$ cat src/rtl/fcs_pkg.sv
// Constants, register map and state type of the fault collection unit.
// Assumes a single ref_clk domain and a plain strobe register port.
`default_nettype none

package fcs_pkg;
    // ***********************************************************
    // Fault sources and reactions
    // ***********************************************************
    localparam int FCS_NEXT = 8;
    localparam int FCS_NSRC = 10;
    localparam int FCS_SRC_DEBUG = 8;
    localparam int FCS_SRC_TEST = 9;
    localparam int FCS_RW = 3;
    localparam int FCS_REACT_W = 30;
    localparam logic [2:0] FCS_RX_NONE = 3'h0;
    localparam logic [2:0] FCS_RX_IRQ = 3'h1;
    localparam logic [2:0] FCS_RX_NMI = 3'h2;
    localparam logic [2:0] FCS_RX_RST = 3'h3;
    localparam logic [2:0] FCS_RX_EXT = 3'h4;

    // ***********************************************************
    // Register map
    // ***********************************************************
    localparam int FCS_AW = 8;
    localparam int FCS_DW = 32;
    localparam logic [7:0] FCS_OFF_CTRL = 8'h00;
    localparam logic [7:0] FCS_OFF_CMD = 8'h04;
    localparam logic [7:0] FCS_OFF_STAT = 8'h08;
    localparam logic [7:0] FCS_OFF_FAULT = 8'h0C;
    localparam logic [7:0] FCS_OFF_REACT = 8'h10;
    localparam int FCS_CTRL_FREEZE = 0;
    localparam int FCS_CTRL_TFEN = 1;
    localparam int FCS_CTRL_FIRST_ERROR_PIN_TEST_MODE = 2;
    localparam int FCS_CTRL_FAULT_PIN1_OUTPUT_DRIVE = 3;
    localparam int FCS_CTRL_W = 4;
    localparam int FCS_CMD_ENTER = 0;
    localparam int FCS_CMD_LEAVE = 1;
    localparam int FCS_STAT_LOCK = 2;
    localparam int FCS_STAT_FAULT_PIN0_INPUT_LEVEL = 3;
    localparam int FCS_STAT_SUP = 4;
    localparam logic [3:0] FCS_CTRL_RST = 4'h0;
    localparam logic [29:0] FCS_REACT_RST = 30'h0000_0000;

    // ***********************************************************
    // Supervisor limits, in oscillator cycles
    // ***********************************************************
    localparam int FCS_CFG_LIMIT_CYC = 8000;
    localparam int FCS_REACT_LIMIT_CYC = 16;
    localparam int FCS_CNT_W = 14;

    typedef enum logic [1:0] {fcs_normal, fcs_config, fcs_fault} fcs_state_e;
endpackage

`default_nettype wire

$ cat src/rtl/fcs_sup_if.sv
// Link between the fault collector and its output supervisor.
// Assumes both ends run on ref_clk.
`default_nettype none

interface fcs_sup_if;
    logic cfg_state;
    logic fault_pend;
    logic reacting;
    logic sup_reset;
    modport collector(output cfg_state, output fault_pend, output reacting, input sup_reset);
    modport supervisor(input cfg_state, input fault_pend, input reacting, output sup_reset);
endinterface

`default_nettype wire

$ cat src/rtl/fcs_fault_collector.sv
// Fault collector: latches fault sources, applies per-source reactions,
// drives the two error outputs and guards debug access.
// Assumes all inputs are synchronous to ref_clk; the pad resolves the error pins.
//
// Notes on behaviour
// Debug access enable low holds the test access controller in reset.
// Debug access enable high releases the test access controller.
// System keeps debug access enable low during boot.
// Debug mode while access enable is low raises a fault.
// After erroneous debug entry no debug command is accepted.
// Test mode entry may raise a fault when enabled.
// Freeze bit clear keeps collection running in debug mode.
// Checker results and module errors are fault inputs.
// Each fault source has its own reaction field.
// Reactions are none, interrupt, non-maskable interrupt, reset, external.
// Each fault drives the device to its configured safe state.
// Collection and reaction run in hardware alone.
// Supervisor resets when the collector fails to react or when configuration state reaches its limit.
// Configuration state lasts at most 8000 oscillator cycles.
// Error outputs are tristated during reset.
// External monitor watches error outputs and holds the system safe.
// Reaction registers are writable only in configuration state.
// Test mode makes pin 0 an input and pin 1 a driven bit.
// Supervisor counts from configuration entry and forces reset at limit.
// External faults hold the error outputs at fault level until cleared (not in pin test mode, where pin 0 is released and pin 1 follows its drive bit).
//
// Implementation choices: the register offsets and the plain strobed port.
`default_nettype none

module fcs_fault_collector #(
    parameter int CFG_LIMIT = fcs_pkg::FCS_CFG_LIMIT_CYC
) (
    input wire logic ref_clk,
    input wire logic reset_n,
    input wire logic clk_en,
    input wire logic irc_tick,
    input wire logic [fcs_pkg::FCS_AW-1:0] addr,
    input wire logic [fcs_pkg::FCS_DW-1:0] wdata,
    input wire logic wr,
    input wire logic rd,
    output logic [fcs_pkg::FCS_DW-1:0] rdata,
    input wire logic [fcs_pkg::FCS_NEXT-1:0] fault_in,
    input wire logic debug_access_enable,
    input wire logic debug_mode_active,
    input wire logic test_mode_active,
    input wire logic jtag_cmd_valid,
    output logic jtag_cmd_ok,
    output logic tac_reset_n,
    output logic irq,
    output logic nmi,
    output logic reset_req,
    input wire logic fault_out0_i,
    output logic fault_out0_o,
    output logic fault_out0_oe_n,
    output logic fault_out1_o,
    output logic fault_out1_oe_n
);
    import fcs_pkg::*;

    // ***********************************************************
    // Helpers
    // ***********************************************************
    function automatic logic [FCS_NSRC-1:0] kind_mask(input logic [FCS_REACT_W-1:0] r,
                                                     input logic [2:0] k);
        logic [FCS_NSRC-1:0] m;
        m = '0;
        for (int i = 0; i < FCS_NSRC; i++) begin
            m[i] = (r[i*FCS_RW +: FCS_RW] == k);
        end
        return m;
    endfunction

    function automatic logic hit(input logic [7:0] a, input logic [7:0] off);
        return a == off;
    endfunction

    // ***********************************************************
    // State
    // ***********************************************************
    fcs_state_e state_q;
    logic [FCS_CTRL_W-1:0] ctrl_q;
    logic [FCS_REACT_W-1:0] react_q;
    logic [FCS_NSRC-1:0] fault_q;
    logic [FCS_NSRC-1:0] fault_d;
    logic [FCS_NSRC-1:0] fault_set;
    logic [FCS_NSRC-1:0] fault_clr;
    logic [FCS_NSRC-1:0] m_none;
    logic [FCS_NSRC-1:0] m_irq;
    logic [FCS_NSRC-1:0] m_nmi;
    logic [FCS_NSRC-1:0] m_rst;
    logic [FCS_NSRC-1:0] m_ext;
    logic [FCS_DW-1:0] rdata_q;
    logic lock_q;
    logic tac_q;
    logic irq_q;
    logic nmi_q;
    logic rst_pulse_q;
    logic rst_hold_q;
    logic ext_q;
    logic ext_d;
    logic fault_pin0_input_level_q;
    logic out0_q;
    logic out0_oe_n_q;
    logic out1_q;
    logic out1_oe_n_q;
    logic dbg_fault;
    logic frozen;
    logic wr_ctrl;
    logic wr_cmd;
    logic wr_fault;
    logic wr_react;

    fcs_sup_if sup_if ();

    fcs_output_supervisor #(
        .CFG_LIMIT(CFG_LIMIT)
    ) u_sup (
        .ref_clk(ref_clk),
        .reset_n(reset_n),
        .clk_en(clk_en),
        .irc_tick(irc_tick),
        .sup(sup_if.supervisor)
    );

    // ***********************************************************
    // Fault sources
    // ***********************************************************
    assign dbg_fault = debug_mode_active && !debug_access_enable;
    assign frozen = ctrl_q[FCS_CTRL_FREEZE] && debug_mode_active;

    always_comb begin
        fault_set = '0;
        fault_set[FCS_NEXT-1:0] = frozen ? '0 : fault_in;
        fault_set[FCS_SRC_DEBUG] = dbg_fault;
        fault_set[FCS_SRC_TEST] = test_mode_active && ctrl_q[FCS_CTRL_TFEN];
    end

    assign wr_ctrl = wr && hit(addr, FCS_OFF_CTRL);
    assign wr_cmd = wr && hit(addr, FCS_OFF_CMD);
    assign wr_fault = wr && hit(addr, FCS_OFF_FAULT);
    assign wr_react = wr && hit(addr, FCS_OFF_REACT) && state_q == fcs_config;

    assign fault_clr = wr_fault ? wdata[FCS_NSRC-1:0] : '0;
    // A new event wins over a clear in the same cycle
    assign fault_d = (fault_q & ~fault_clr) | fault_set;

    always_ff @(posedge ref_clk or negedge reset_n) begin
        if (!reset_n) begin
            fault_q <= '0;
        end else if (clk_en) begin
            fault_q <= fault_d;
        end
    end

    // ***********************************************************
    // Reaction decode
    // ***********************************************************
    assign m_none = kind_mask(react_q, FCS_RX_NONE);
    assign m_irq = kind_mask(react_q, FCS_RX_IRQ); // see R9
    assign m_nmi = kind_mask(react_q, FCS_RX_NMI);
    assign m_rst = kind_mask(react_q, FCS_RX_RST);
    assign m_ext = kind_mask(react_q, FCS_RX_EXT);
    assign ext_d = |(fault_d & m_ext);

    always_ff @(posedge ref_clk or negedge reset_n) begin
        if (!reset_n) begin
            irq_q <= 1'b0;
            nmi_q <= 1'b0;
            rst_pulse_q <= 1'b0;
            rst_hold_q <= 1'b0;
            ext_q <= 1'b0;
        end else if (clk_en) begin
            irq_q <= |(fault_d & m_irq); // see R10
            nmi_q <= |(fault_d & m_nmi);
            rst_pulse_q <= |(fault_set & ~fault_q & m_rst);
            rst_hold_q <= |(fault_d & m_rst);
            ext_q <= ext_d;
        end
    end

    assign irq = irq_q;
    assign nmi = nmi_q;
    assign reset_req = rst_pulse_q || sup_if.sup_reset;

    assign sup_if.cfg_state = state_q == fcs_config;
    assign sup_if.fault_pend = |(fault_q & ~m_none);
    assign sup_if.reacting = irq_q || nmi_q || rst_hold_q || ext_q;

    // ***********************************************************
    // Operating state
    // ***********************************************************
    always_ff @(posedge ref_clk or negedge reset_n) begin
        if (!reset_n) begin
            state_q <= fcs_normal;
        end else if (clk_en) begin
            unique case (state_q)
                fcs_normal: begin
                    if (wr_cmd && wdata[FCS_CMD_ENTER]) begin
                        state_q <= fcs_config;
                    end else if (ext_d) begin
                        state_q <= fcs_fault;
                    end
                end
                fcs_config: begin
                    if (sup_if.sup_reset || (wr_cmd && wdata[FCS_CMD_LEAVE])) begin
                        state_q <= fcs_normal;
                    end
                end
                fcs_fault: begin
                    if (!ext_d) begin
                        state_q <= fcs_normal;
                    end
                end
            endcase
        end
    end

    // ***********************************************************
    // Software registers
    // ***********************************************************
    always_ff @(posedge ref_clk or negedge reset_n) begin
        if (!reset_n) begin
            ctrl_q <= FCS_CTRL_RST;
        end else if (clk_en && wr_ctrl) begin
            ctrl_q <= wdata[FCS_CTRL_W-1:0];
        end
    end

    always_ff @(posedge ref_clk or negedge reset_n) begin
        if (!reset_n) begin
            react_q <= FCS_REACT_RST;
        end else if (clk_en && wr_react) begin
            react_q <= wdata[FCS_REACT_W-1:0];
        end
    end

    always_ff @(posedge ref_clk or negedge reset_n) begin
        if (!reset_n) begin
            rdata_q <= '0;
        end else if (clk_en && rd) begin
            rdata_q <= '0;
            unique case (addr)
                FCS_OFF_CTRL: rdata_q[FCS_CTRL_W-1:0] <= ctrl_q;
                FCS_OFF_STAT: begin
                    rdata_q[1:0] <= state_q;
                    rdata_q[FCS_STAT_LOCK] <= lock_q;
                    rdata_q[FCS_STAT_FAULT_PIN0_INPUT_LEVEL] <= fault_pin0_input_level_q;
                    rdata_q[FCS_STAT_SUP] <= sup_if.sup_reset;
                end
                FCS_OFF_FAULT: rdata_q[FCS_NSRC-1:0] <= fault_q;
                FCS_OFF_REACT: rdata_q[FCS_REACT_W-1:0] <= react_q;
                default: rdata_q <= '0;
            endcase
        end
    end

    assign rdata = rdata_q;

    // ***********************************************************
    // Debug access guard
    // ***********************************************************
    always_ff @(posedge ref_clk or negedge reset_n) begin
        if (!reset_n) begin
            tac_q <= 1'b0;
        end else if (clk_en) begin
            tac_q <= debug_access_enable; // see R1
        end
    end

    // Cleared only by device reset
    always_ff @(posedge ref_clk or negedge reset_n) begin
        if (!reset_n) begin
            lock_q <= 1'b0;
        end else if (clk_en && dbg_fault) begin
            lock_q <= 1'b1;
        end
    end

    assign tac_reset_n = tac_q;
    assign jtag_cmd_ok = jtag_cmd_valid && tac_q && !lock_q;

    // ***********************************************************
    // Error pins
    // ***********************************************************
    always_ff @(posedge ref_clk or negedge reset_n) begin
        if (!reset_n) begin
            out0_q <= 1'b0;
            out1_q <= 1'b0;
            out0_oe_n_q <= 1'b1;
            out1_oe_n_q <= 1'b1;
            fault_pin0_input_level_q <= 1'b0;
        end else if (clk_en) begin
            fault_pin0_input_level_q <= fault_out0_i;
            out1_oe_n_q <= 1'b0;
            if (ctrl_q[FCS_CTRL_FIRST_ERROR_PIN_TEST_MODE]) begin
                out0_oe_n_q <= 1'b1;
                out0_q <= 1'b0;
                out1_q <= ctrl_q[FCS_CTRL_FAULT_PIN1_OUTPUT_DRIVE];
            end else begin
                out0_oe_n_q <= 1'b0;
                out0_q <= !ext_d;
                out1_q <= !ext_d;
            end
        end
    end

    assign fault_out0_o = out0_q;
    assign fault_out0_oe_n = out0_oe_n_q;
    assign fault_out1_o = out1_q;
    assign fault_out1_oe_n = out1_oe_n_q;

    // ***********************************************************
    // Checks
    // ***********************************************************
    property p_tac_hold;
        @(posedge ref_clk) disable iff (!reset_n)
        clk_en && !debug_access_enable |=> !tac_reset_n;
    endproperty
    a_tac_hold: assert property (p_tac_hold) else $error("tap not held in reset");

    property p_tac_free;
        @(posedge ref_clk) disable iff (!reset_n)
        clk_en && debug_access_enable |=> tac_reset_n;
    endproperty
    a_tac_free: assert property (p_tac_free) else $error("tap not released");

    property p_dbg_fault;
        @(posedge ref_clk) disable iff (!reset_n)
        clk_en && debug_mode_active && !debug_access_enable |=> fault_q[FCS_SRC_DEBUG] && lock_q;
    endproperty
    a_dbg_fault: assert property (p_dbg_fault) else $error("debug entry not flagged");

    property p_lock;
        @(posedge ref_clk) disable iff (!reset_n)
        lock_q |-> !jtag_cmd_ok;
    endproperty
    a_lock: assert property (p_lock) else $error("debug command after lock");

    property p_test_fault;
        @(posedge ref_clk) disable iff (!reset_n)
        clk_en && test_mode_active && ctrl_q[FCS_CTRL_TFEN] |=> fault_q[FCS_SRC_TEST];
    endproperty
    a_test_fault: assert property (p_test_fault) else $error("test mode not flagged");

    property p_no_freeze;
        @(posedge ref_clk) disable iff (!reset_n)
        clk_en && !ctrl_q[FCS_CTRL_FREEZE] && fault_in[0] |=> fault_q[0];
    endproperty
    a_no_freeze: assert property (p_no_freeze) else $error("fault lost in debug");

    property p_irq;
        @(posedge ref_clk) disable iff (!reset_n)
        clk_en && !frozen && fault_in[0] && react_q[FCS_RW-1:0] == FCS_RX_IRQ |=> irq;
    endproperty
    a_irq: assert property (p_irq) else $error("interrupt reaction missing");

    property p_cfg_lock;
        @(posedge ref_clk) disable iff (!reset_n)
        clk_en && wr && addr == FCS_OFF_REACT && state_q != fcs_config |=> $stable(react_q);
    endproperty
    a_cfg_lock: assert property (p_cfg_lock) else $error("reaction write not refused");

    property p_first_error_pin_test_mode;
        @(posedge ref_clk) disable iff (!reset_n)
        clk_en && ctrl_q[FCS_CTRL_FIRST_ERROR_PIN_TEST_MODE] |=>
            fault_out0_oe_n && fault_out1_o == $past(ctrl_q[FCS_CTRL_FAULT_PIN1_OUTPUT_DRIVE]);
    endproperty
    a_first_error_pin_test_mode: assert property (p_first_error_pin_test_mode) else $error("pin test mode wrong");

    property p_ext;
        @(posedge ref_clk) disable iff (!reset_n)
        clk_en && ext_d && !ctrl_q[FCS_CTRL_FIRST_ERROR_PIN_TEST_MODE] |=>
            !fault_out0_o && !fault_out1_o && !fault_out0_oe_n;
    endproperty
    a_ext: assert property (p_ext) else $error("error pins not at fault level");

    c_config: cover property (@(posedge ref_clk) disable iff (!reset_n) state_q == fcs_config);
    c_ext: cover property (@(posedge ref_clk) disable iff (!reset_n) $rose(ext_q));
    c_lock: cover property (@(posedge ref_clk) disable iff (!reset_n) $rose(lock_q));
endmodule

`default_nettype wire

$ cat src/rtl/fcs_output_supervisor.sv
// Secondary reset path watching the fault collector.
// Assumes irc_tick pulses once per internal RC oscillator cycle, in step with ref_clk.
`default_nettype none

module fcs_output_supervisor #(
    parameter int CFG_LIMIT = fcs_pkg::FCS_CFG_LIMIT_CYC
) (
    input wire logic ref_clk,
    input wire logic reset_n,
    input wire logic clk_en,
    input wire logic irc_tick,
    fcs_sup_if.supervisor sup
);
    import fcs_pkg::*;

    localparam logic [FCS_CNT_W-1:0] CFG_LIM = FCS_CNT_W'(CFG_LIMIT);
    localparam logic [FCS_CNT_W-1:0] RX_LIM = FCS_CNT_W'(FCS_REACT_LIMIT_CYC);

    logic [FCS_CNT_W-1:0] cfg_cnt_q;
    logic [FCS_CNT_W-1:0] rx_cnt_q;
    logic sup_reset_q;
    logic cfg_over;
    logic rx_over;

    assign cfg_over = sup.cfg_state && (cfg_cnt_q >= CFG_LIM);
    assign rx_over = rx_cnt_q >= RX_LIM;
    assign sup.sup_reset = sup_reset_q;

    // ***********************************************************
    // Time spent in configuration state
    // ***********************************************************
    always_ff @(posedge ref_clk or negedge reset_n) begin
        if (!reset_n) begin
            cfg_cnt_q <= '0;
        end else if (clk_en) begin
            if (!sup.cfg_state) begin
                cfg_cnt_q <= '0;
            end else if (irc_tick && !cfg_over) begin
                cfg_cnt_q <= cfg_cnt_q + FCS_CNT_W'(1);
            end
        end
    end

    // ***********************************************************
    // Pending fault without any reaction
    // ***********************************************************
    always_ff @(posedge ref_clk or negedge reset_n) begin
        if (!reset_n) begin
            rx_cnt_q <= '0;
        end else if (clk_en) begin
            if (!sup.fault_pend || sup.reacting) begin
                rx_cnt_q <= '0;
            end else if (irc_tick && !rx_over) begin
                rx_cnt_q <= rx_cnt_q + FCS_CNT_W'(1);
            end
        end
    end

    // Held until the device reset takes effect
    always_ff @(posedge ref_clk or negedge reset_n) begin
        if (!reset_n) begin
            sup_reset_q <= 1'b0;
        end else if (clk_en && (cfg_over || rx_over)) begin
            sup_reset_q <= 1'b1; // see R13 see R14
        end
    end

    // ***********************************************************
    // Checks
    // ***********************************************************
    property p_cfg_limit;
        @(posedge ref_clk) disable iff (!reset_n)
        clk_en && sup.cfg_state && cfg_cnt_q >= CFG_LIM |=> sup_reset_q;
    endproperty
    a_cfg_limit: assert property (p_cfg_limit) else $error("config limit not enforced");

    property p_only_on_cause;
        @(posedge ref_clk) disable iff (!reset_n)
        $rose(sup_reset_q) |-> $past(cfg_over) || $past(rx_over);
    endproperty
    a_only_on_cause: assert property (p_only_on_cause) else $error("stray reset");

    c_cfg_timeout: cover property (@(posedge ref_clk) disable iff (!reset_n) $rose(sup_reset_q));
endmodule

`default_nettype wire

$ cat config.mk
export PLATFORM = sky130hd
export DESIGN_NAME = fcs_fault_collector
export DESIGN_NICKNAME = d
export VERILOG_FILES = /design/src/rtl/fcs_pkg.sv /design/src/rtl/fcs_sup_if.sv /design/src/rtl/fcs_fault_collector.sv /design/src/rtl/fcs_output_supervisor.sv
export SDC_FILE = /design/constraint.sdc
export NUM_CORES = 1
export LEC_CHECK = 0
export CAP_MARGIN = 20
export CELL_PAD_IN_SITES_DETAIL_PLACEMENT = 0
export CELL_PAD_IN_SITES_GLOBAL_PLACEMENT = 1
export CORE_MARGIN = 1
export CORE_UTILIZATION = 35
export CTS_CLUSTER_DIAMETER = 100
export DETAILED_ROUTE_END_ITERATION = 10
export DONT_BUFFER_PORTS = 1
export GPL_ROUTABILITY_DRIVEN = 0
export PLACE_DENSITY_LB_ADDON = 0.1
export SLEW_MARGIN = 5
export SYNTH_ARGS = -nofsm -noshare
export SYNTH_HDL_FRONTEND = slang
export SYNTH_HIERARCHICAL = 1
export SYNTH_SLANG_ARGS = --single-unit
$ cat constraint.sdc
create_clock -name ref_clk -period 2 [get_ports ref_clk]
set_clock_uncertainty 0.2 [all_clocks]
set_input_delay 0.6 -clock ref_clk [delete_from_list [all_inputs] [get_ports ref_clk]]
set_output_delay 0.6 -clock ref_clk [all_outputs]
set_load 0.01 [all_outputs]
Yosys cells after proc, flatten, opt, wreduce, memory -nomap -nowiden. Cells that the tools add are included.

Logic and storage cells: 159. Flip-flop bits (word level): 117. Output and inout bits: 41.

Eq/ne operators: 50. $add $sub $neg: 2. Bitwise operators: 12. Multiplexer cells: 18. Reduce and logical (&&, ||, !) cells: 55. Magnitude comparators: 2.

Operators with widths (count): $and 10x10->10 (8); $eq 3x2->1 const B (20); $reduce_or 10->1 (6); $mux 14 (4); $eq 3x1->1 const B (10); $eq 3x3->1 const B (10); $logic_not 3->1 (10); $not 10->10 (3); $add 14x1->14 const B (2); $logic_and 1x1->1 (20); $mux 20 (1); $eq 8x4->1 const B (2); $pmux 4 s4 (1); $ge 14x13->1 const B (1); $ge 14x5->1 const B (1); $mux 10 (1); $or 10x10->10 (1); $pmux 5 s2 (1); $eq 8x3->1 const B (1); $eq 8x5->1 const B (1); $logic_not 8->1 (1); $mux 2 (4); $mux 8 (1); $logic_or 1x1->1 (7); 12 further kinds (22).

Depth between registers and ports, before layout.
Word-level depth: 11. Depth in mapped cells: 9.

Hierarchy. Netlist, hierarchy kept.

Modules (own cells, without submodules): fcs_fault_collector (times used 1, sequential area each 2204.6 um^2, cells an instance 488, area an instance 4699.5 um^2); fcs_output_supervisor (times used 1, sequential area each 725.7 um^2, cells an instance 147, area an instance 1478.9 um^2).

Worst setup path after synthesis. Ideal clock, no wire load.

Path type: input to register. Start point: input addr[7] in the netlist's numbering. End point: register state_q[1]. Stages on the path: 8. Path slack: -1.107 ns. Arrival time: 2.783 ns. Setup time: 0.124 ns. Path buffers: 1. Path through: or4b_1 clkbuf_1 o31ai_1 a2111oi_0 or4_4 nor3_4 mux2i_1 a211o_1.

Longest elaborated chain between the ends: 10.

Ends and longest elaborated chain: start: declaration (line fcs_fault_collector.sv:37) `input wire logic [fcs_pkg::FCS_AW-1:0] addr,`; $eq 8x4->1 (line fcs_fault_collector.sv:74) `return a == off;`; $logic_and 1x1->1 (line fcs_fault_collector.sv:140) `assign wr_fault = wr && hit(addr, FCS_OFF_FAULT);`; $mux 10 (line fcs_fault_collector.sv:143) `assign fault_clr = wr_fault ? wdata[FCS_NSRC-1:0] : '0;`; $not 10->10 (line fcs_fault_collector.sv:145) `assign fault_d = (fault_q & ~fault_clr) | fault_set;`; $and 10x10->10 (line fcs_fault_collector.sv:145); $or 10x10->10 (line fcs_fault_collector.sv:145); $and 10x10->10 (line fcs_fault_collector.sv:163) `assign ext_d = |(fault_d & m_ext);`; $reduce_or 10->1 (line fcs_fault_collector.sv:163); $ne 3x3->1 (no line) / $ne 2x2->1 (equally long branches); $reduce_and 4->1 (no line); end signal: assignment (line fcs_fault_collector.sv:194) `state_q <= fcs_normal;`; end signal: assignment (line fcs_fault_collector.sv:199) `state_q <= fcs_config;`; end signal: assignment (line fcs_fault_collector.sv:201) `state_q <= fcs_fault;`; end: declaration (line fcs_fault_collector.sv:80) `fcs_state_e state_q;`.

Several ways; a longest one is shown, not always the timed one. A chain may end at the register's enable or synchronous reset.

Final worst setup path.
Start point: input addr[0] in the netlist's numbering. End point: register state_q[0].

Same word-level chain as after synthesis.

==> results.toml <==
[placed_design]
port-buffer-count = 0
post_dp_cell_area_mm2 = 0.00740
pre_cts_slack_ns = -1.30
hpwlAfterDp_mm = 15.2

[setup_path]
worstPathCellList = "or4b_4 -> buf_4 -> o31ai_2 -> and2_2 -> o311ai_0 -> nor3_4 -> buf_6 -> mux2i_1 -> a21oi_1"
worst_path_max_delay_cell = "sky130_fd_sc_hd__or4b_4"
setup.worst_path.end_class = "flip-flop"
worst-setup-path-type = "in -> reg"
arrival_ns = 2.86
cp.required_ns = 2.10
worstPathBufferInverterCount = 2
critPathMaxStageDelay_ns = 0.62
critical-path-top-delay-family = "simple AND/OR/NAND/NOR gates"
timing.critical_path.fanout_max = 6
setup.worst_path.start_class = "input pin"

[floorplanning]
initial_core_util_pct = 35.7
dieHeight_um = 135
die_w_um = 135
fp.coreArea_mm2 = 0.0173
row_count = 48
die-area_mm2 = 0.0182
top_level_port_count = 100

[timing]
finalHoldViolations = 117
setup_slack_ns = -0.754
slew_viol_final = 0
clock.fmax_mhz = 363
timing_worst_slew_pin_value_ns = 0.638
grt_setup_unrepaired = "true"
layout_worst_path_cycle_share_pct = 138
timing.max_slew.rel_slack_pct = 56.9
final.hold.worst_slack_ns = -0.331
setup_violations = 67
post-route-min-period_ns = 2.75

[final_layout]
n_antenna_cell = 0
final_core_occ_pct = 51.2
num-nets-final = 830
syn2layout_area_growth_pct = 43.3
mostFrequentLayoutCells = "sky130_fd_sc_hd__dfrtp_1, sky130_fd_sc_hd__buf_4, sky130_fd_sc_hd__nand2_1"
seq_area_mm2 = 0.00293
drive_above_1_share_pct = 41.4
multiInputGateArea_mm2 = 0.00369
finalInstanceArea_mm2 = 0.00885
layout.cells.most_common = "sky130_fd_sc_hd__dfrtp_1"
num-fill-cells = 1607

[synth]
netlist.top_cell.by_area = "sky130_fd_sc_hd__dfrtp_1"
synth_largest_type_area_fraction_pct = 46.6
post_synth_instance_area_mm2 = 0.00618
synth_area_per_cell_um2 = 9.73
proportion_of_synthesized_chip_area_in_sequential_cells_pct = 47.4
netlist_top_cells_area = "sky130_fd_sc_hd__dfrtp_1, sky130_fd_sc_hd__mux2_2, sky130_fd_sc_hd__nand2_1"
synth_edf_count = 0
ys_ff_latch = 117
synthArstFlopShare_pct = 100
synth_top_flop_cell = "sky130_fd_sc_hd__dfrtp_1"
syn_inst = 635
synth.distinct_cells = 75
yosys_warnings = 6

[global_route]
grt_max_degree = 118
grt_first_pass_wirelength_mm = 33.3
globalRouteOverflowTotal = 0
grt_resource_usage_total_pct = 25.0
grt_antenna_before_repair = 0
vias_in_the_first_global_route = 5663

[cts]
tritoncts = "built"
cts_root_buf = "sky130_fd_sc_hd__clkbuf_16"
cts_inserted_buffers = 17
tritoncts_num_sinks = 117
worst_setup_hold_path_clk_slew_ns = 0.06
ctsHtreeMaxLevel = 4
worst_skew_pair.late_latency_ns = 0.42
cts.path.max_buffers = 2

[drt]
detailroute.wirelength.met2_mm = 10.5
router_iterations_before_antenna_repair = 5
route.detailed.drc = 0
via_count = 5506
top_layer_used = "met4"
dr_wl_met3_mm = 1.24
drt_iter0_markers = 373
wire_per_inst_um = 21.7
post_drt_via_cell_ratio = 5.50
met1Wirelength_mm = 9.38
antenna_violating_nets_post_route = 0
totalWireLength_mm = 21.8

[pwr]
power.combinational.fraction_pct = 5.8
netSwitchingPower_w = 0.00132
netSwitchingFraction_pct = 22.1
clock_power_share_pct = 53.6
static_leakage_power_nw = 4.04
power_per_cell_area_mw_per_mm2 = 675
sequentialPowerShare_pct = 40.6
max-vdd-ir-drop_uv = 547
power.internal_w = 0.00465

[run_status]
status = "complete, but fails checks"
violations_in_the_final_reports = "hold timing, setup timing"

[job]
drv_cap = 0

[worst_hold_path]
min_path_type = "in -> async"
[worst paths after layout]
check / from / to / slack, ns / depth (start not counted)
max in group asynchronous: reset_n / fault_out0_oe_n / 1.70 / 0
worst max register to register: ctrl_q[0] / state_q[0] / -0.45 / 8
worst min register to register: u_sup/cfg_cnt_q[12] / u_sup/cfg_cnt_q[12] / 0.29 / 2
min in group ref_clk: clk_en / ext_q / 0.08 / 1
worst min-delay path: reset_n / u_sup/cfg_cnt_q[3] / -0.33 / 0
worst max-delay path: addr[0] / state_q[0] / -0.75 / 9
[power groups by stage]
| stage | clock, W | combinational, W | sequential (W) |
|---|---|---|---|
| floorplan | 0 | 0.000210 | 0.00247 |
| global placement | 0 | 0.000303 | 0.00246 |
| detailed placement | 0 | 0.000313 | 0.00246 |
| CTS | 0.00325 | 0.000330 | 0.00242 |
| global route | 0.00336 | 0.000384 | 0.00242 |
| finish | 0.00320 | 0.000348 | 0.00242 |
[synthesized netlist by cell type (all sizes together), types with 4 or more instances]
library cell  number
a2111oi            5
a211o              5
a21o               5
a21oi             14
a221oi             4
a22oi              5
a31oi              4
and2              20
and4               4
buf               10
clkbuf            19
dfrtp            115
ha                 7
inv               22
mux2              34
mux2i             10
nand2             99
nand3             25
nand3b             6
nand4             12
nor2              37
nor2b             12
nor3               8
nor3b              4
nor4               8
o211a              4
o211ai             5
o21ai             44
o311ai             7
o31ai             17
or2                6
or4b               5
[flip-flops by register name (all words and copies together) (netlist names), 2 cells and up]
register         cells
ctrl_q               4
fault_q             10
rdata               30
react_q             30
state_q              2
u_sup/cfg_cnt_q     14
u_sup/rx_cnt_q      14
[worst reg2reg max path, cell delays in order, from the launching register on]
cell and delay [ns]:
sky130_fd_sc_hd__dfrtp_1 0.36, sky130_fd_sc_hd__nand2_1 0.15, sky130_fd_sc_hd__o2bb2ai_1 0.17, sky130_fd_sc_hd__o211a_1 0.23, sky130_fd_sc_hd__or4_4 0.55, sky130_fd_sc_hd__nor3_4 0.24, sky130_fd_sc_hd__buf_6 0.15, sky130_fd_sc_hd__mux2i_1 0.19
sky130_fd_sc_hd__a21oi_1 0.09
[routing by layer]
layer	GRT usage [%]	up-vias
li1	-	2584
met5	0	-
met3	6.34	47
met4	10.8	0
met1	31.9	2721
met2	40.1	154
[through the flow]
| stage | TNS (ns) | cells | total power (W) | hold WS (ns) |
|---|---|---|---|---|
| global placement | -48.09 | 948 | 0.00276 | 0.109 |
| floorplan | -26.40 | 636 | 0.00268 | 0.104 |
| detailed placement | -47.70 | 948 | 0.00277 | 0.109 |
| finish | -16.61 | 1002 | 0.00598 | -0.331 |
| global route | -21.79 | 1002 | 0.00617 | -0.348 |
| CTS | -17.48 | 998 | 0.00600 | -0.338 |
[cell type report]
class | instances | share of cell area [%]
Tap cell | 225 | 3.18
Timing Repair Buffer | 138 | 14.1
Clock inverter | 7 | 1.34
Inverter | 22 | 0.933
Clock buffer | 25 | 5.60
Sequential cell | 117 | 33.1
Multi-Input combinational cell | 468 | 41.7
[timing repair]
action,CTS,global route
setup endpoints to repair,68,96
endpoints found under the hold margin,117,118
gates resized for setup,59,101
setup buffers,13,9
pin swaps,16,53
cloned,5,1
[kinds of logic after synthesis]
group	count (synthesis)	synth area share [%]
and+or+nand+nor	270	22.8
buffers and inverters	51	3.79
xor gates and xnor gates	1	0.142
other	1	0.0607
adders and majority gates	7	1.42
AOI/OAI and AO/OA	144	16.6
muxes	44	7.82
DFF	117	47.4
(Power assumes the default switching activity.)
